$ cat src/pkg/otsup_pkg.sv
// Package of constants, types and register map for the overtravel supervisor
//
// Summary of operation
// - Direction select 0 means CCW forward, 1 means CW forward.
// - Direction select never changes polarity of any output signal.
// - Forward limit input OFF prohibits forward running and flags forward overtravel.
// - Reverse limit input OFF prohibits reverse running and flags reverse overtravel.
// - During overtravel, motion in the opposite direction stays allowed.
// - Forward limit enable: 1 uses the input, 8 ignores it; applied at restart.
// - Reverse limit enable: 2 uses the input, 8 ignores it; applied at restart.
// - Stop setting picks stop action and post-stop mode; applied at restart.
// - Second digit 1 decelerates, then holds the motor in zero clamp.
// - Zero clamp closes a position loop on a zero position reference.
// - Under torque control no deceleration stop; brake or coast, then coast.
// - Emergency stop torque 0 to 800 percent, default 800, applies immediately.
// - With detection enabled, overtravel during servo power on raises the warning.
// - Warning detection enabled only when digit four of warning config is 1.
// - Even a brief overtravel pulse is caught and latched as a warning.
// - With a reference, overtravel in the reference direction raises the warning.
// - Overtravel opposite to the reference raises no warning.
// - With no reference, overtravel on either side raises the warning.
// - No warning while servo power is off.
// - Servo power turning on during existing overtravel raises no warning.
// - Clear command always clears; warning suppressed until overtravel clears and recurs.
// - Active software limit counts as overtravel for the warning.
package otsup_pkg;

   // -------------------------------------------------------------------
   // Register byte offsets
   // -------------------------------------------------------------------
   localparam logic [7:0] OTSUP_ADDR_CFG    = 8'h00;
   localparam logic [7:0] OTSUP_ADDR_ESTOP  = 8'h04;
   localparam logic [7:0] OTSUP_ADDR_CTRL   = 8'h08;
   localparam logic [7:0] OTSUP_ADDR_STATUS = 8'h0c;

   // -------------------------------------------------------------------
   // Configuration register field positions (one nibble per setting, two for the stop setting)
   // -------------------------------------------------------------------
   localparam int OTSUP_CFG_DIR_LSB   = 0;
   localparam int OTSUP_CFG_FWDEN_LSB = 4;
   localparam int OTSUP_CFG_REVEN_LSB = 8;
   localparam int OTSUP_CFG_STOP_LSB  = 12;
   localparam int OTSUP_CFG_WARN_LSB  = 20;

   // Settings values
   localparam logic [3:0] OTSUP_FWD_USE_INPUT = 4'h1;
   localparam logic [3:0] OTSUP_REV_USE_INPUT = 4'h2;
   localparam logic [3:0] OTSUP_LIMIT_IGNORE  = 4'h8;
   localparam logic [3:0] OTSUP_WARN_ENABLE   = 4'h1;

   // Reset values
   localparam logic [31:0] OTSUP_CFG_RST   = 32'h0000_0210;
   localparam logic [9:0]  OTSUP_ESTOP_RST = 10'h320;
   localparam logic [9:0]  OTSUP_ESTOP_MAX = 10'h320;

   // Control register bits (write-only pulses)
   localparam int OTSUP_CTRL_CLR_BIT = 0;
   localparam int OTSUP_CTRL_RST_BIT = 1;

   // Status register bit positions
   localparam int OTSUP_ST_FWD_OT   = 0;
   localparam int OTSUP_ST_REV_OT   = 1;
   localparam int OTSUP_ST_FWD_OK   = 2;
   localparam int OTSUP_ST_REV_OK   = 3;
   localparam int OTSUP_ST_WARN     = 4;
   localparam int OTSUP_ST_ZCLAMP   = 5;
   localparam int OTSUP_ST_STOP_LSB = 8;
   localparam int OTSUP_ST_CCWFWD   = 12;

   // AXI responses
   localparam logic [1:0] OTSUP_RESP_OKAY   = 2'h0;
   localparam logic [1:0] OTSUP_RESP_SLVERR = 2'h2;

   // Stop action encoding
   typedef enum logic [1:0] {
      OTSUP_STOP_DB    = 2'h0,
      OTSUP_STOP_COAST = 2'h1,
      OTSUP_STOP_DECEL = 2'h3
   } otsup_stop_t;

   // Warning detector phase: armed, latched, suppressed after clear
   typedef enum logic [1:0] {
      OTSUP_W_ARMED  = 2'h0,
      OTSUP_W_LATCH  = 2'h1,
      OTSUP_W_SUPPR  = 2'h3
   } otsup_wst_t;

endpackage : otsup_pkg

$ cat src/otsup_top.sv
// Overtravel supervisor with AXI4-Lite register access
//
// The AXI4-Lite slave port and the address map are this design's own decisions.
`timescale 1ns/1ns
`default_nettype none
module otsup_top
   import otsup_pkg::*;
(
   input  wire logic        aclk,
   input  wire logic        aresetn,
   input  wire logic [7:0]  s_axi_awaddr,
   input  wire logic        s_axi_awvalid,
   output var  logic        s_axi_awready,
   input  wire logic [31:0] s_axi_wdata,
   input  wire logic [3:0]  s_axi_wstrb,
   input  wire logic        s_axi_wvalid,
   output var  logic        s_axi_wready,
   output var  logic [1:0]  s_axi_bresp,
   output var  logic        s_axi_bvalid,
   input  wire logic        s_axi_bready,
   input  wire logic [7:0]  s_axi_araddr,
   input  wire logic        s_axi_arvalid,
   output var  logic        s_axi_arready,
   output var  logic [31:0] s_axi_rdata,
   output var  logic [1:0]  s_axi_rresp,
   output var  logic        s_axi_rvalid,
   input  wire logic        s_axi_rready,
   input  wire logic        fwd_limit_in,
   input  wire logic        rev_limit_in,
   input  wire logic        servo_on,
   input  wire logic        ref_fwd,
   input  wire logic        ref_rev,
   input  wire logic        torque_ctrl,
   input  wire logic        motor_stopped,
   input  wire logic        sw_limit_fwd,
   input  wire logic        sw_limit_rev,
   input  wire logic        clear_warning_cmd,
   output var  logic        fwd_run_allow,
   output var  logic        rev_run_allow,
   output var  logic        fwd_ot,
   output var  logic        rev_ot,
   output var  logic        ccw_is_forward,
   output var  logic [1:0]  stop_action,
   output var  logic        zero_clamp,
   output var  logic [9:0]  estop_torque,
   output var  logic        ot_warning
);

   // ---------------------------------------------------------------
   // State
   // ---------------------------------------------------------------
   typedef struct packed {
      logic [2:0]  fl_s1;        // Sync stage 1: limit fwd, rev, servo
      logic [2:0]  fl_s2;
      logic [3:0]  ot_s1;        // Sync stage 1: refs, sw limits
      logic [3:0]  ot_s2;
      logic        clr_s1;
      logic        clr_s2;
      logic        clr_d;
      logic        srv_d;
      logic [1:0]  ot_d;
      logic [31:0] cfg_sw;       // Software image of settings
      logic [31:0] cfg_act;      // Settings latched at restart
      logic [9:0]  estop;
      logic        awr;
      logic        wr;
      logic [7:0]  awaddr;
      logic [31:0] wdata;
      logic [3:0]  wstrb;
      logic        bvalid;
      logic [1:0]  bresp;
      logic        rvalid;
      logic [31:0] rdata;
      logic [1:0]  rresp;
      logic        restart;
      logic        swclr;
      otsup_wst_t  wst;
      logic        fwd_ot;
      logic        rev_ot;
      logic        fwd_ok;
      logic        rev_ok;
      logic [1:0]  stop;
      logic        zclamp;
      logic        awrdy;
      logic        wrdy;
      logic        arrdy;
      logic        warn;
   } otsup_state_t;

   otsup_state_t st_ff;
   otsup_state_t nxt_st;

   // Decode of the post-stop mode: true means zero clamp after decel
   function automatic logic otsup_is_zclamp(input logic [3:0] d1, input logic tq);
      otsup_is_zclamp = (d1 == 4'h1) && !tq;
   endfunction : otsup_is_zclamp

   // Stop action from settings digits; torque control forbids decel
   function automatic logic [1:0] otsup_stop_of(input logic [3:0] d0, input logic [3:0] d1,
                                                 input logic tq);
      if (!tq && (d1 == 4'h1 || d1 == 4'h2)) begin
         otsup_stop_of = OTSUP_STOP_DECEL;
      end else if (d0 == 4'h2) begin
         otsup_stop_of = OTSUP_STOP_COAST;
      end else begin
         otsup_stop_of = OTSUP_STOP_DB;
      end
   endfunction : otsup_stop_of

   logic [3:0]  d_fwden;
   logic [3:0]  d_reven;
   logic [3:0]  d_stop0;
   logic [3:0]  d_stop1;
   logic [3:0]  d_warn;
   logic        lim_fwd;
   logic        lim_rev;
   logic        ot_any;
   logic        ot_dir;
   logic        ot_fs;
   logic        ot_rs;
   logic        wr_go;
   logic        rd_go;
   logic [31:0] wmask;

   // ---------------------------------------------------------------
   // Next-state logic
   // ---------------------------------------------------------------
   always_comb begin
      nxt_st = st_ff;
      // Pins and host levels pass two flip-flops first, except torque_ctrl and motor_stopped
      nxt_st.fl_s1  = {fwd_limit_in, rev_limit_in, servo_on};
      nxt_st.fl_s2  = st_ff.fl_s1;
      nxt_st.ot_s1  = {ref_fwd, ref_rev, sw_limit_fwd, sw_limit_rev};
      nxt_st.ot_s2  = st_ff.ot_s1;
      nxt_st.clr_s1 = clear_warning_cmd;
      nxt_st.clr_s2 = st_ff.clr_s1;
      nxt_st.clr_d  = st_ff.clr_s2;
      nxt_st.srv_d  = st_ff.fl_s2[0];
      nxt_st.restart = 1'b0;
      nxt_st.swclr   = 1'b0;

      // Active settings come from the restart-latched copy
      d_fwden = st_ff.cfg_act[OTSUP_CFG_FWDEN_LSB +: 4];
      d_reven = st_ff.cfg_act[OTSUP_CFG_REVEN_LSB +: 4];
      d_stop0 = st_ff.cfg_act[OTSUP_CFG_STOP_LSB +: 4];
      d_stop1 = st_ff.cfg_act[OTSUP_CFG_STOP_LSB + 4 +: 4];
      // Warning enable applies immediately
      d_warn  = st_ff.cfg_sw[OTSUP_CFG_WARN_LSB +: 4];

      // Normally closed switches: OFF (low) means overtravel
      lim_fwd = (d_fwden == OTSUP_FWD_USE_INPUT) && !st_ff.fl_s2[2];
      lim_rev = (d_reven == OTSUP_REV_USE_INPUT) && !st_ff.fl_s2[1];
      nxt_st.fwd_ot = lim_fwd;
      nxt_st.rev_ot = lim_rev;
      // Only the blocked side is prohibited; the other stays allowed
      nxt_st.fwd_ok = !lim_fwd;
      nxt_st.rev_ok = !lim_rev;

      // Stop method, post-stop mode
      nxt_st.stop   = otsup_stop_of(d_stop0, d_stop1, torque_ctrl);
      nxt_st.zclamp = (lim_fwd || lim_rev) && motor_stopped
                      && otsup_is_zclamp(d_stop1, torque_ctrl);

      // Rising overtravel per side, so a second side going over is caught
      ot_fs  = lim_fwd || st_ff.ot_s2[1];
      ot_rs  = lim_rev || st_ff.ot_s2[0];
      ot_any = ot_fs || ot_rs;
      ot_dir = (ot_fs && !st_ff.ot_d[1] && !st_ff.ot_s2[2])
            || (ot_rs && !st_ff.ot_d[0] && !st_ff.ot_s2[3]);
      nxt_st.ot_d = {ot_fs, ot_rs};

      // Warning: rising overtravel while power already on
      case (st_ff.wst)
         OTSUP_W_ARMED: begin
            if (d_warn == OTSUP_WARN_ENABLE && st_ff.fl_s2[0] && st_ff.srv_d
                && ot_dir) begin
               nxt_st.wst = OTSUP_W_LATCH;
            end
         end
         OTSUP_W_LATCH: begin
            if ((st_ff.clr_s2 && !st_ff.clr_d) || st_ff.swclr) begin
               nxt_st.wst = ot_any ? OTSUP_W_SUPPR : OTSUP_W_ARMED;
            end
         end
         OTSUP_W_SUPPR: begin
            if (!ot_any) begin
               nxt_st.wst = OTSUP_W_ARMED;
            end
         end
         default: nxt_st.wst = OTSUP_W_ARMED;
      endcase

      // AXI write channel, address and data in either order
      if (s_axi_awvalid && st_ff.awrdy) begin
         nxt_st.awr    = 1'b1;
         nxt_st.awaddr = s_axi_awaddr;
      end
      if (s_axi_wvalid && st_ff.wrdy) begin
         nxt_st.wr    = 1'b1;
         nxt_st.wdata = s_axi_wdata;
         nxt_st.wstrb = s_axi_wstrb;
      end
      wr_go = st_ff.awr && st_ff.wr && !st_ff.bvalid;
      wmask = {{8{st_ff.wstrb[3]}}, {8{st_ff.wstrb[2]}}, {8{st_ff.wstrb[1]}}, {8{st_ff.wstrb[0]}}};
      if (wr_go) begin
         nxt_st.awr    = 1'b0;
         nxt_st.wr     = 1'b0;
         nxt_st.bvalid = 1'b1;
         nxt_st.bresp  = OTSUP_RESP_OKAY;
         case (st_ff.awaddr)
            OTSUP_ADDR_CFG: nxt_st.cfg_sw = (st_ff.cfg_sw & ~wmask) | (st_ff.wdata & wmask);
            OTSUP_ADDR_ESTOP: begin
               // Out of range torque is clipped, applied at once
               if (st_ff.wstrb[1:0] == 2'h3) begin
                  nxt_st.estop = (st_ff.wdata[15:0] > 16'(OTSUP_ESTOP_MAX))
                                 ? OTSUP_ESTOP_MAX : st_ff.wdata[9:0];
               end
            end
            OTSUP_ADDR_CTRL: begin
               if (st_ff.wstrb[0]) begin
                  nxt_st.swclr   = st_ff.wdata[OTSUP_CTRL_CLR_BIT];
                  nxt_st.restart = st_ff.wdata[OTSUP_CTRL_RST_BIT];
               end
            end
            OTSUP_ADDR_STATUS: ;
            default: nxt_st.bresp = OTSUP_RESP_SLVERR;
         endcase
      end
      if (st_ff.bvalid && s_axi_bready) begin
         nxt_st.bvalid = 1'b0;
      end

      // Restart loads settings that only apply after restart
      if (st_ff.restart) begin
         nxt_st.cfg_act = st_ff.cfg_sw;
      end

      // AXI read channel
      rd_go = s_axi_arvalid && st_ff.arrdy;
      if (rd_go) begin
         nxt_st.rvalid = 1'b1;
         nxt_st.rresp  = OTSUP_RESP_OKAY;
         nxt_st.rdata  = 32'h0000_0000;
         case (s_axi_araddr)
            OTSUP_ADDR_CFG:   nxt_st.rdata = st_ff.cfg_sw;
            OTSUP_ADDR_ESTOP: nxt_st.rdata = {22'h000000, st_ff.estop};
            OTSUP_ADDR_CTRL:  nxt_st.rdata = 32'h0000_0000;
            OTSUP_ADDR_STATUS: begin
               nxt_st.rdata[OTSUP_ST_FWD_OT] = st_ff.fwd_ot;
               nxt_st.rdata[OTSUP_ST_REV_OT] = st_ff.rev_ot;
               nxt_st.rdata[OTSUP_ST_FWD_OK] = st_ff.fwd_ok;
               nxt_st.rdata[OTSUP_ST_REV_OK] = st_ff.rev_ok;
               nxt_st.rdata[OTSUP_ST_WARN]   = (st_ff.wst == OTSUP_W_LATCH);
               nxt_st.rdata[OTSUP_ST_ZCLAMP] = st_ff.zclamp;
               nxt_st.rdata[OTSUP_ST_STOP_LSB +: 2] = st_ff.stop;
               nxt_st.rdata[OTSUP_ST_CCWFWD] = !st_ff.cfg_act[OTSUP_CFG_DIR_LSB];
            end
            default: nxt_st.rresp = OTSUP_RESP_SLVERR;
         endcase
      end
      if (st_ff.rvalid && s_axi_rready) begin
         nxt_st.rvalid = 1'b0;
      end
      // Ready and warning flops
      nxt_st.awrdy = !nxt_st.awr;
      nxt_st.wrdy  = !nxt_st.wr;
      nxt_st.arrdy = !nxt_st.rvalid;
      nxt_st.warn  = (nxt_st.wst == OTSUP_W_LATCH);
   end

   // ---------------------------------------------------------------
   // State register
   // ---------------------------------------------------------------
   always_ff @(posedge aclk) begin
      if (!aresetn) begin
         st_ff         <= '0;
         st_ff.fl_s1   <= 3'h7;
         st_ff.fl_s2   <= 3'h7;
         st_ff.cfg_sw  <= OTSUP_CFG_RST;
         st_ff.cfg_act <= OTSUP_CFG_RST;
         st_ff.estop   <= OTSUP_ESTOP_RST;
         st_ff.fwd_ok  <= 1'b1;
         st_ff.rev_ok  <= 1'b1;
         st_ff.wst     <= OTSUP_W_ARMED;
      end else begin
         st_ff <= nxt_st;
      end
   end

   // ---------------------------------------------------------------
   // Outputs, all from flip-flops
   // ---------------------------------------------------------------
   assign s_axi_awready  = st_ff.awrdy;
   assign s_axi_wready   = st_ff.wrdy;
   assign s_axi_bvalid   = st_ff.bvalid;
   assign s_axi_bresp    = st_ff.bresp;
   assign s_axi_arready  = st_ff.arrdy;
   assign s_axi_rvalid   = st_ff.rvalid;
   assign s_axi_rdata    = st_ff.rdata;
   assign s_axi_rresp    = st_ff.rresp;
   assign fwd_run_allow  = st_ff.fwd_ok;
   assign rev_run_allow  = st_ff.rev_ok;
   assign fwd_ot         = st_ff.fwd_ot;
   assign rev_ot         = st_ff.rev_ot;
   // Direction mapping only; no output polarity depends on it
   assign ccw_is_forward = !st_ff.cfg_act[OTSUP_CFG_DIR_LSB];
   assign stop_action    = st_ff.stop;
   assign zero_clamp     = st_ff.zclamp;
   assign estop_torque   = st_ff.estop;
   assign ot_warning     = st_ff.warn;

   // ---------------------------------------------------------------
   // Assertions
   // ---------------------------------------------------------------
   AST_FWD_OT: assert property (@(posedge aclk) disable iff (!aresetn)
      (aresetn && !fwd_limit_in && st_ff.cfg_act[7:4] == OTSUP_FWD_USE_INPUT)[*3] |=> fwd_ot)
      else $error("forward overtravel not flagged");
   AST_REV_OT: assert property (@(posedge aclk) disable iff (!aresetn)
      (aresetn && !rev_limit_in && st_ff.cfg_act[11:8] == OTSUP_REV_USE_INPUT)[*3] |=> rev_ot)
      else $error("reverse overtravel not flagged");
   AST_OPPOSITE: assert property (@(posedge aclk) disable iff (!aresetn)
      fwd_ot |-> rev_run_allow == !rev_ot)
      else $error("opposite direction blocked");
   AST_FWD_IGN: assert property (@(posedge aclk) disable iff (!aresetn)
      st_ff.cfg_act[7:4] == OTSUP_LIMIT_IGNORE |=> !fwd_ot)
      else $error("ignored forward limit flagged");
   AST_TQ_NODECEL: assert property (@(posedge aclk) disable iff (!aresetn)
      torque_ctrl |=> stop_action != OTSUP_STOP_DECEL)
      else $error("decel stop under torque control");
   AST_ESTOP_MAX: assert property (@(posedge aclk) disable iff (!aresetn)
      estop_torque <= OTSUP_ESTOP_MAX)
      else $error("estop torque out of range");
   AST_NO_WARN_OFF: assert property (@(posedge aclk) disable iff (!aresetn)
      !st_ff.fl_s2[0] && !ot_warning |=> !ot_warning)
      else $error("warning raised with power off");
   AST_WARN_HOLD: assert property (@(posedge aclk) disable iff (!aresetn)
      ot_warning && !(st_ff.clr_s2 && !st_ff.clr_d) && !st_ff.swclr |=> ot_warning)
      else $error("warning dropped without clear");
   AST_CLR: assert property (@(posedge aclk) disable iff (!aresetn)
      ot_warning && st_ff.clr_s2 && !st_ff.clr_d |=> !ot_warning)
      else $error("clear not honoured");
   AST_WEN: assert property (@(posedge aclk) disable iff (!aresetn)
      !ot_warning && st_ff.cfg_sw[OTSUP_CFG_WARN_LSB +: 4] != OTSUP_WARN_ENABLE |=> !ot_warning)
      else $error("warning with detection disabled");

   COV_WARN:  cover property (@(posedge aclk) disable iff (!aresetn) !ot_warning ##1 ot_warning);
   COV_SUPPR: cover property (@(posedge aclk) disable iff (!aresetn) st_ff.wst == OTSUP_W_SUPPR);
   COV_ZCL:   cover property (@(posedge aclk) disable iff (!aresetn) zero_clamp);

endmodule : otsup_top
`default_nettype wire

$ cat config.mk
export PLATFORM = sky130hd
export DESIGN_NAME = otsup_top
export DESIGN_NICKNAME = d
export VERILOG_FILES = /design/src/pkg/otsup_pkg.sv /design/src/otsup_top.sv
export SDC_FILE = /design/constraint.sdc
export NUM_CORES = 1
export LEC_CHECK = 0
export BUFFER_PORTS_ARGS = -buffer_cell sky130_fd_sc_hd__buf_4
export CORE_ASPECT_RATIO = 0.5
export CORE_UTILIZATION = 55
export CTS_BUF_LIST = sky130_fd_sc_hd__clkbuf_16
export DETAILED_ROUTE_END_ITERATION = 6
export PLACE_DENSITY = 0.84
export SLEW_MARGIN = 0
export SYNTH_ARGS = -nofsm -noshare
export SYNTH_HDL_FRONTEND = slang
export SYNTH_SLANG_ARGS = --single-unit
$ cat constraint.sdc
create_clock -name aclk -period 1.8 [get_ports aclk]
set_input_delay 0.18 -clock aclk [delete_from_list [all_inputs] [get_ports aclk]]
set_output_delay 0.18 -clock aclk [all_outputs]
set_load 0.03 [all_outputs]
Word-level counts from Yosys, hierarchy flattened
Cells that the tools add are included.
Widths: inputs -> output; s select.
{ "word_totals": {"regBits": 181, "latchBits": 0, "ramBits": 0, "mem_bits_ro": 0, "output_inout_bits": 60, "mem_count": 0} }
{ "classes": {"n_addsub": 0, "n_mul": 0, "n_div": 0, "magnitude_cmp": 1, "n_eq_ne": 16, "n_shift": 0, "muxes": 21, "bitwise": 5, "reduce_logical": 52} }
{ "op_table": {"columns": ["operator", "n"], "rows": [
  ["$and 32x32->32", 2],
  ["$mux 35", 1],
  ["$eq 8x4->1 const B", 4],
  ["$not 32->32", 1],
  ["$or 32x32->32", 1],
  ["$logic_and 1x1->1", 21],
  ["$mux 19", 1],
  ["$mux 2", 9],
  ["$pmux 6 s3", 1],
  ["$eq 8x3->1 const B", 2],
  ["$gt 16x10->1 const B", 1],
  ["$logic_not 8->1", 2],
  ["$logic_not 1->1", 15],
  ["$eq 4x1->1 const B", 3],
  ["$eq 4x2->1 const B", 3],
  ["$pmux 2 s3", 2],
  ["$mux 10", 1],
  ["$reduce_or 4->1", 2],
  ["$logic_or 1x1->1", 7],
  ["$eq 2x1->1 const B", 2],
  ["$eq 2x2->1 const B", 2],
  ["$mux 1", 4],
  ["$pmux 2 s2", 1],
  ["$reduce_and 4->1", 1],
  ["6 further kinds", 6]
]} }

Logic depth before layout (Yosys ltp)
Gate-level depths: netlist of the first run.
{ "depth": {"ltp_word": 10, "ltp_mapped": 6, "mapped_depth_nobuf": 4} }

Worst setup path before layout of the first run
No wires, ideal clock.
{ "synth_path": {"kind": "register to register", "from": "register st_ff, in the netlist s_axi_bvalid", "to": "register st_ff, in the netlist estop_torque[5]", "arrival_time_ns": 1.683, "t_required_ns": 1.678, "path_slack_ns": -0.005, "stages_incl_launch_ff": 6, "path_buffers": 1, "period_less_slack_ns": 1.805, "cell_sequence": "dfxtp_1 > and3b_1 > clkbuf_1 > nand4_1 > or3_1 > o32a_1"} }
{ "synth_via": {"elab_chain_cells": 3} }
{ "synth_rtl": {"columns": ["item", "line", "source"], "rows": [
  ["start: declaration", "otsup_top.sv:90", "otsup_state_t st_ff;"],
  ["start signal: assignment", "otsup_top.sv:286", "st_ff <= nxt_st;"],
  ["$logic_not 1->1", "otsup_top.sv:203", "wr_go = st_ff.awr && st_ff.wr && !st_ff.bvalid;"],
  ["$logic_and 1x1->1", "otsup_top.sv:203", null],
  ["$reduce_and 3->1 (no line)", null, null]
]} }
No other way between the ends.
A chain may end at the register's enable or synchronous reset.

Worst setup path after layout of the first run
{ "layout_path": {"from": "register st_ff[60] (netlist name)", "to": "register st_ff, in the netlist estop_torque[5]"} }
{ "layout_via": {"elab_chain_cells": 2} }
{ "layout_rtl": {"columns": ["item", "line", "source"], "rows": [
  ["$gt 16x10->1", "otsup_top.sv:215", "nxt_st.estop = (st_ff.wdata[15:0] > 16'(OTSUP_ESTOP_MAX))"],
  ["$mux 10", "otsup_top.sv:216", "? OTSUP_ESTOP_MAX : st_ff.wdata[9:0];"]
]} }
No other way between the ends.

==> metrics, run 1 <==
status=completed; top sig layer=met4; r2r setup slk=0.14 ns; first-pass GRT wire length=23,910 um; # nets final=886; final hold violation count=0; die height=79.99 um; family with the most delay on the worst path=simple AND/OR/NAND/NOR gates; H-tree Lvls=4; vias per std cell=5.391; fraction of layout cells with a size suffix above 1=0.2232; Commonest cells post-synth=dfxtp_1 (176), nand2_1 (97), nor2_1 (92), mux2i_1 (59), a21oi_1 (52); Slew Limit Fails=0; gr usage total=0.2493; CTS root buffer=clkbuf_16; initial antenna violation count=0; Crit-path slowest cell=or4_1; num rows=28; I/O Pins=129; leakage power=3.540 nW; Iter 0 DRT Violations=325; pwr/cell area=996.5 nW/um2; met3 wire length=1100 um; unrepaired setup endpoints after global routing=no; clk_lat worst skew=0.41 ns; post-synthesis sequential area ratio=0.5267; Place WS=-0.005162 ns; synthesized instance count=725; setup violators final=0; Clock Sinks=176; top cells by area, synth=dfxtp_1 (53%), mux2i_1 (8.8%), nand2_1 (5.4%), buf_4 (5.4%), nor2_1 (5.2%); CP required=2.11 ns; CP Max Fanout=8; WL met2=7245 um; DP HPWL=10,550 um; CP cell instances=or4_1 -> nor4_1 -> o21bai_1 -> o32a_1; cts bufs inserted=17; Synth cell types=47; Ant. Diodes=0; Worst Setup End Kind=register; Initial Util=0.5650; fin area=8233 um2; Post-synth top flop=dfxtp_1; worst slew pin tran=0.5694 ns; Worst Skew=0.007644 ns; Final min period=1.658 ns; Detail Route Antenna Nets=0; CTS clk-pin slew, worst paths=0.07 ns; Rel. slew slack=0.6196; vias in the first global route=4,944; mapped cell area=6690 um2; final setup margin=0.1416 ns; top cell type by total area after synthesis=dfxtp_1; DRC errors left=0; DR WL/cell=15.50 um; Area Growth Syn to Fin=23.06%; Worst Path Arrival=1.97 ns; CTS tree=done; WP buf/inv=0; Yosys top cell area share=0.5267; Final period util=0.9213; via count=5,359; Max Cap Viol=0; number of flops mapped to enable cells by yosys=0; DRT Pass-1 Iters=6; CP Launch Type=register; worst min path class=primary input to register; post-synthesis register bit count=176; deepest clock path buffer count=2; max incr delay on CP=0.53 ns; IO buf count=126; Avg Cell Area, Syn=9.228 um2; count leader, synth=dfxtp_1; Total Die Area=12,640 um2; FFs w/ async S/R, synth=0; Placed Area=7546 um2; grt ovf=0; Crit Path Category=register to register; Highest Clock Rate=0.6030 GHz; yosys warns=0; Die X=158.0 um; met1 WL=6816 um; gpl congestion=0.8156; worst vdd ir=619.7 uV; Core ar.=11,840 um2; Post-Route WL=15,410 um; pin count of the biggest net entering global routing=48
## placed cells by master (no fill, tap or decap), types with 11 or more instances in the layout
master	synthesis	routed
a22oi_1	29	29
buf_4	48	149
o21ai_0	11	11
dlygate4sd3_1	0	11
nor2_1	92	92
clkbuf_16	0	17
a21oi_1	52	52
nand3_1	25	25
dfxtp_1	176	176
and2_1	16	16
nand2_1	97	97
mux2i_1	59	59
## stage by stage
| stage | power, mW | std cells | util | TNS (ns) | hold WS, ns |
|---|---|---|---|---|---|
| 2_1_floorplan | 4.409 | 726 | - | 0 | 0.2815 |
| 3_3_place_gp | 4.637 | 952 | 0.6373 | 0 | 0.3655 |
| 3_5_place_dp | 4.653 | 952 | 0.6373 | -0.005162 | 0.3667 |
| 4_1_cts | 8.233 | 994 | 0.6953 | 0 | 0.001270 |
| 5_1_grt | 8.450 | 994 | 0.6953 | 0 | 0.01018 |
| 6_report | 8.204 | 994 | 0.6953 | 0 | 0.009299 |
## routing by layer
metal,global-route usage,up-vias
met3,0.05809,25
li1,-,2601
met1,0.3206,2549
met4,0.09135,0
met5,0,-
met2,0.4106,184
## final timing paths
kind / startpoint / endpoint / cells past startpoint
worst min-delay path: s_axi_wdata[28] / st_ff[85] / 3
worst min register to register: nxt_st[187] / nxt_st[175] / 1
worst max-delay path: st_ff[60] / estop_torque[5] / 4
worst max register to register: st_ff[60] / estop_torque[5] / 4
## worst register-to-register path, delay by kind of cell (launching register included)
family | cells | cell delay, ns
simple gates | 2 | 0.72
flops | 1 | 0.34
compound gates | 2 | 0.49
## final cells by class
class / instances / area, um2
Tap cell: 165 / 206.4
Sequential cell: 176 / 3523
Inverter: 7 / 27.53
Clock buffer: 17 / 425.4
Clock inverter: 14 / 151.4
Fill cell: 924 / 3608
Multi-Input combinational cell: 453 / 2630
Timing Repair Buffer: 162 / 1269
## cell families (layout without fill, tap and decap cells)
logic type                count (synthesis)  after routing  synth area share
and+or+nand+nor                         280            280            0.1947
DFF                                     176            176            0.5267
AOI/OAI and AO/OA                       111            111            0.1064
buffers and inverters                    97            200           0.08210
muxes                                    59             59           0.08827
other                                     1              2         0.0005605
xor gates and xnor gates                  1              1          0.001309
## timing repair
action	4_1_cts	5_1_grt
setup endpoints to repair	0	0
gates resized for setup	0	0
setup buffers	0	0
hold buffers	11	0
hold endpoints to repair	10	0
## report_power, final
part,switching (mW),internal (mW),leakage (nW)
Sequential,0.0609,3.98,1.43
Clock,1.46,2.15,0.282
Combinational,0.309,0.245,1.83
Total,1.83,6.37,3.54
(Power assumes the default switching activity.)
==> inputs of run 2 (changes only) <==
--- a/config.mk
+++ b/config.mk
@@ -11,6 +11,7 @@
 export CTS_BUF_LIST = sky130_fd_sc_hd__clkbuf_16
 export DETAILED_ROUTE_END_ITERATION = 6
 export PLACE_DENSITY = 0.84
+export REMOVE_ABC_BUFFERS = 1
 export SLEW_MARGIN = 0
 export SYNTH_ARGS = -nofsm -noshare
 export SYNTH_HDL_FRONTEND = slang
==> run 2 against run 1 <==
Effect of this change:
- setup slack got worse by 0.018 ns
- total power increased by 3.6%
- critical path depth unchanged
- largest cell class unchanged
- highest routed layer unchanged
- count of clock-buffer cells in the layout unchanged
- sequential share of layout area about the same
- via count decreased by 0.22%
- clock power increased by 8.6%
- hold slack got worse by 0.0040 ns
==> metrics, run 2 (synthesis gave the netlist of run 1 again) <==
commonest non-fill, non-tap cell in the layout=dfxtp_1 (unchanged); Slew Limit Fails=0 (unchanged); Crit-path slowest cell=and4_1 (was or4_1); leakage power=3.536 nW (was 3.540 nW); CTS root buffer=clkbuf_16 (unchanged); IO buf count=126 (unchanged); Placed Area=7517 um2 (was 7546 um2); final setup margin=0.1240 ns (was 0.1416 ns); Final period util=0.9311 (was 0.9213); DRC errors left=0 (unchanged); pin count of the biggest net entering global routing=88 (was 48); CTS clk-pin slew, worst paths=0.07 ns (about the same); Worst Path Arrival=1.99 ns (was 1.97 ns); worst min path class=primary input to register (unchanged); first-pass GRT wire length=25,180 um (was 23,910 um); Die X=158.0 um (unchanged); Clock Sinks=176 (unchanged); Final min period=1.676 ns (was 1.658 ns); CP Max Fanout=11 (was 8); H-tree Lvls=4 (unchanged); CTS tree=done (unchanged); Worst Setup End Kind=register (unchanged); unrepaired setup endpoints after global routing=no (unchanged); die height=79.99 um (unchanged); deepest clock path buffer count=2 (unchanged); family with the most delay on the worst path=simple AND/OR/NAND/NOR gates (unchanged); DP HPWL=10,240 um (was 10,550 um); max incr delay on CP=0.53 ns (about the same); Post-CTS Setup Bufs=0 (unchanged); I/O Pins=129 (unchanged); Initial Util=0.5650 (unchanged); grt ovf=0 (unchanged); Total Die Area=12,640 um2 (unchanged); clk_lat worst skew=0.42 ns (was 0.41 ns); initial antenna violation count=0 (unchanged); Ant. Diodes=0 (unchanged); CP required=2.11 ns (about the same); num rows=28 (unchanged); post_cts resized=0 (unchanged); CP Launch Type=register (unchanged); DRT Pass-1 Iters=5 (was 6); worst vdd ir=444.0 uV (was 619.7 uV); CP cell instances=and3b_1 -> and4_1 -> nand3_1 -> o32ai_1 (was or4_1 -> nor4_1 -> o21bai_1 -> o32a_1); Detail Route Antenna Nets=0 (unchanged); Highest Clock Rate=0.5967 GHz (was 0.6030 GHz); Post-Route WL=15,930 um (was 15,410 um); number of fillers in the final layout=918 (was 924); worst slew pin tran=0.5644 ns (was 0.5694 ns); Core ar.=11,840 um2 (unchanged); Rel. slew slack=0.6229 (was 0.6196); final hold violation count=0 (unchanged); fraction of layout cells with a size suffix above 1=0.2245 (was 0.2232); DR WL/cell=16.10 um (was 15.50 um); # nets final=880 (was 886); gpl congestion=0.8187 (was 0.8156); status=completed (unchanged); vias per std cell=5.406 (was 5.391); cts bufs inserted=17 (unchanged); pwr/cell area=1032 nW/um2 (was 996.5 nW/um2); gr usage total=0.2615 (was 0.2493); Iter 0 DRT Violations=449 (was 325); vias in the first global route=5,092 (was 4,944); Place WS=-0.02786 ns (was -0.005162 ns); WP buf/inv=0 (unchanged); via count=5,347 (was 5,359); Crit Path Category=register to register (unchanged); Area Growth Syn to Fin=23.15% (was 23.06%); Worst Skew=0.01087 ns (was 0.007644 ns); commonest cells after routing, fill and taps aside=dfxtp_1 (176), buf_4 (145), nand2_1 (97), nor2_1 (92), mux2i_1 (59) (was dfxtp_1 (176), buf_4 (149), nand2_1 (97), nor2_1 (92), mux2i_1 (59)); fin area=8239 um2 (was 8233 um2); setup violators final=0 (unchanged); Max Cap Viol=0 (unchanged)
## run 2: cell count changes in the layout (fill, tap and decap cells not counted), sizes merged
cell         previous run  this run
clkinv                  7         2
inv                     8        13
buf                   151       147
dlygate4sd3            11         9
bufinv                  3         4
## run 2: per-layer routing
layer	GRT usage	routed length (um)	vias up
li1	-	-	2596
met5	0	0	-
met1	0.3315	6840	2546
met4	0.07115	161	0
met2	0.4476	7942	191
met3	0.06135	984	14
## run 2: timing repair
action | 4_1_cts | 5_1_grt
hold buffers | 7 | 2
hold endpoints to repair | 7 | 2
endpoints found under the setup margin | 0 | 0
## run 2: final cells by class
class / instances / area, um2 / area share
tap: 165 / 206.4 / 0.02506
clock inverter: 15 / 206.4 / 0.02506
multi-input combinational: 453 / 2630 / 0.3192
inverter: 7 / 28.78 / 0.003493
clock buffer: 17 / 425.4 / 0.05163
timing repair buffer: 156 / 1219 / 0.1479
sequential: 176 / 3523 / 0.4276
## run 2: per-stage QoR
step	instances	TNS (ns)	power, mW	hold WS (ns)	utilization
floorplan	636	-73.28	4.361	0.2419	-
global placement	948	0	4.628	0.3644	0.6348
detailed placement	948	-0.02786	4.643	0.3690	0.6348
CTS	987	0	8.521	0.0007059	0.6941
global route	989	0	8.784	0.00002312	0.6958
finish	989	0	8.503	0.005304	0.6958
## run 2: path summary, 6_finish.rpt
kind	start	end	slack [ns]	cells after the start
worst max-delay path	s_axi_bvalid	estop_torque[4]	0.12	4
worst min-delay path	sw_limit_rev	nxt_st[179]	0.005	2
worst max register to register	s_axi_bvalid	estop_torque[4]	0.12	4
worst min register to register	nxt_st[187]	nxt_st[175]	0.42	1
## run 2: report_power, final
group | switching (mW) | leakage (nW) | total [mW] | internal, mW
clock | 1.58 | 0.304 | 3.92 | 2.35
sequential | 0.0567 | 1.43 | 4.04 | 3.98
combinational | 0.311 | 1.80 | 0.546 | 0.235
==> inputs of run 3 (changes only) <==
--- a/config.mk
+++ b/config.mk
@@ -6,11 +6,10 @@
 export NUM_CORES = 1
 export LEC_CHECK = 0
 export BUFFER_PORTS_ARGS = -buffer_cell sky130_fd_sc_hd__buf_4
-export CORE_ASPECT_RATIO = 0.5
 export CORE_UTILIZATION = 55
 export CTS_BUF_LIST = sky130_fd_sc_hd__clkbuf_16
 export DETAILED_ROUTE_END_ITERATION = 6
-export PLACE_DENSITY = 0.84
+export PLACE_DENSITY = 0.79
 export REMOVE_ABC_BUFFERS = 1
 export SLEW_MARGIN = 0
 export SYNTH_ARGS = -nofsm -noshare
==> run 3 against run 2 <==
Effect of this change:
- the flow now finishes with violations (design-rule violations)
- setup slack worse by 0.020 ns
- hold slack better by 0.0065 ns
- design area increased by 1.7%
- critical path depth stayed put
- utilization up 2.6 points
- non-clock buffer count rose by 22
- global-route usage shrank 0.51 points
- die area shrank 0.21%
- routed wire length decreased by 0.89%
- cell count did not move
- fmax fell by 1.2%
- combinational power rose by 5.5%
- critical path type unchanged
- critical endpoint is now estop_torque[5]
==> metrics, run 3 (synthesis gave the netlist of run 1 again) <==
CTS clk-pin slew, worst paths=0.06 ns (was 0.07 ns); H-tree Lvls=4 (unchanged); vias in the first global route=5,184 (was 5,092); Die X=112.3 um (was 158.0 um); Worst Skew=0.005796 ns (was 0.01087 ns); CP Max Fanout=8 (was 11); Final period util=0.9422 (was 0.9311); num rows=39 (was 28); commonest cells after routing, fill and taps aside=dfxtp_1 (176), buf_4 (145), nand2_1 (97), nor2_1 (92), mux2i_1 (59) (unchanged); Sw Ratio=0.2303 (was 0.2285); Fin Setup TNS=0 ns (unchanged); CP Launch Type=register (unchanged); Detail Route Antenna Nets=0 (unchanged); DP HPWL=10,600 um (was 10,240 um); clock share of power=0.434 (was 0.461); Worst Path Arrival=2.01 ns (was 1.99 ns); cts bufs inserted=17 (unchanged); Place WS=0.02152 ns (was -0.02786 ns); DR WL/cell=15.96 um (was 16.10 um); busiest grt layer=met2 (unchanged); Crit Path Category=register to register (unchanged); deepest clock path buffer count=2 (unchanged); Final min period=1.696 ns (was 1.676 ns); r2r setup slk=0.10 ns (was 0.12 ns); Highest Clock Rate=0.5896 GHz (was 0.5967 GHz); internal power=6.275 mW (was 6.560 mW); Ant. Diodes=0 (unchanged); vias per std cell=5.504 (was 5.406); DRT Pass-1 Iters=6 (was 5); Logic pwr share=0.071 (was 0.064); final setup margin=0.1040 ns (was 0.1240 ns); Fin Hold WS=0.01180 ns (was 0.005304 ns); gpl congestion=0.8534 (was 0.8187); failing checks=design-rule violations; CTS tree=done (unchanged); unrepaired setup endpoints after global routing=no (unchanged); met1 Use GR=0.3176 (was 0.3315); via count=5,443 (was 5,347); Worst Setup End Kind=register (unchanged); Core ar.=11,610 um2 (was 11,840 um2); CTS root buffer=clkbuf_16 (unchanged); number of fillers in the final layout=840 (was 918); leakage power=3.589 nW (was 3.536 nW); commonest non-fill, non-tap cell in the layout=dfxtp_1 (unchanged); Post-Route WL=15,790 um (was 15,930 um); # nets final=902 (was 880); Area Growth Syn to Fin=25.23% (was 23.15%); met2 usage=0.4315 (was 0.4476); I/O Pins=129 (unchanged); max incr delay on CP=0.52 ns (was 0.53 ns); Total Die Area=12,610 um2 (was 12,640 um2); Inst Count DP=926 (was 948); worst min path class=primary input to register (unchanged); DRC errors left=10 (was 0); pin count of the biggest net entering global routing=66 (was 88); die height=112.3 um (was 79.99 um); gr usage total=0.2564 (was 0.2615); worst vdd ir=651.3 uV (was 444.0 uV); CP cell instances=or4_1 -> nor4_1 -> o21bai_1 -> o32a_1 (was and3b_1 -> and4_1 -> nand3_1 -> o32ai_1); P_sw=1.878 mW (was 1.943 mW); worst slew pin tran=0.5655 ns (was 0.5644 ns); register share of total power=0.496 (was 0.475); pwr/cell area=973.2 nW/um2 (was 1032 nW/um2); status=finished, violations left (was completed); met3 usage in global routing=0.06749 (was 0.06135); initial antenna violation count=0 (unchanged); CP required=2.11 ns (about the same); clk_lat worst skew=0.42 ns (about the same); Slew Limit Fails=0 (unchanged); Rel. slew slack=0.6230 (was 0.6229); Clock Sinks=176 (unchanged); first-pass GRT wire length=25,310 um (was 25,180 um); fraction of layout cells with a size suffix above 1=0.2199 (was 0.2245); Max Cap Viol=0 (unchanged); IO buf count=126 (unchanged); post-route insts no fill=989 (unchanged); Iter 0 DRT Violations=345 (was 449); grt ovf=0 (unchanged); final hold violation count=0 (unchanged); Initial Util=0.5761 (was 0.5650); Crit-path slowest cell=or4_1 (was and4_1); setup violators final=0 (unchanged)
-- run 3: changes by cell type in the layout (fill, tap and decap cells not counted) --
cell / change
nor4_1: -1
inv_8: -1
nor4_2: +1
clkinv_2: +3
clkinv_4: +1
inv_1: -1
bufinv_16: -2
clkinv_1: +1
clkinvlp_4: +3
dlygate4sd3_1: +22
inv_6: -4
-- run 3: area by class of cell --
cell class | instances | area [um2] | share of cell area
Clock buffer | 17 | 425.4 | 0.05078
Clock inverter | 15 | 146.4 | 0.01747
Inverter | 7 | 28.78 | 0.003435
Multi-Input combinational cell | 453 | 2636 | 0.3147
Sequential cell | 176 | 3523 | 0.4205
Tap cell | 143 | 178.9 | 0.02136
Timing Repair Buffer | 178 | 1439 | 0.1717
-- run 3: final timing paths --
check / startpoint / end / depth (start not counted)
worst min-delay path: s_axi_wdata[19] / st_ff[76] / 3
worst min register to register: nxt_st[187] / nxt_st[175] / 1
worst max-delay path: st_ff[61] / estop_torque[5] / 4
worst max register to register: st_ff[61] / estop_torque[5] / 4
-- run 3: repair_timing --
action,4_1_cts,5_1_grt
resized for setup,0,1
endpoints found under the hold margin,31,0
endpoints found under the setup margin,0,2
hold buffers,31,0
buffers inserted,0,0
-- run 3: stage by stage --
step,power [mW],utilization,area [um2]
2_1_floorplan,4.361,-,6171
3_3_place_gp,4.625,0.6449,7490
3_5_place_dp,4.644,0.6449,7490
4_1_cts,8.188,0.7209,8372
5_1_grt,8.431,0.7214,8378
6_report,8.153,0.7214,8378
-- run 3: worst max-delay path: cells and delay by family, from the launching register on --
| kind | cells | cell delay [ns] |
|---|---|---|
| compound gates | 2 | 0.48 |
| flops | 1 | 0.36 |
| simple gates | 2 | 0.74 |
-- run 3: power by group through the flow --
stage | clock network (mW) | registers (mW) | logic (mW)
floorplan | 0 | 4.13 | 0.226
global placement | 0 | 4.12 | 0.504
detailed placement | 0 | 4.13 | 0.518
CTS | 3.57 | 4.04 | 0.576
global route | 3.76 | 4.05 | 0.628
finish | 3.54 | 4.04 | 0.576
-- run 3: per-layer routing --
| metal | vias up | share of wire |
|---|---|---|
| met4 | 0 | 0.021 |
| met5 | - | 0 |
| li1 | 2635 | - |
| met3 | 33 | 0.062 |
| met1 | 2592 | 0.43 |
| met2 | 183 | 0.48 |
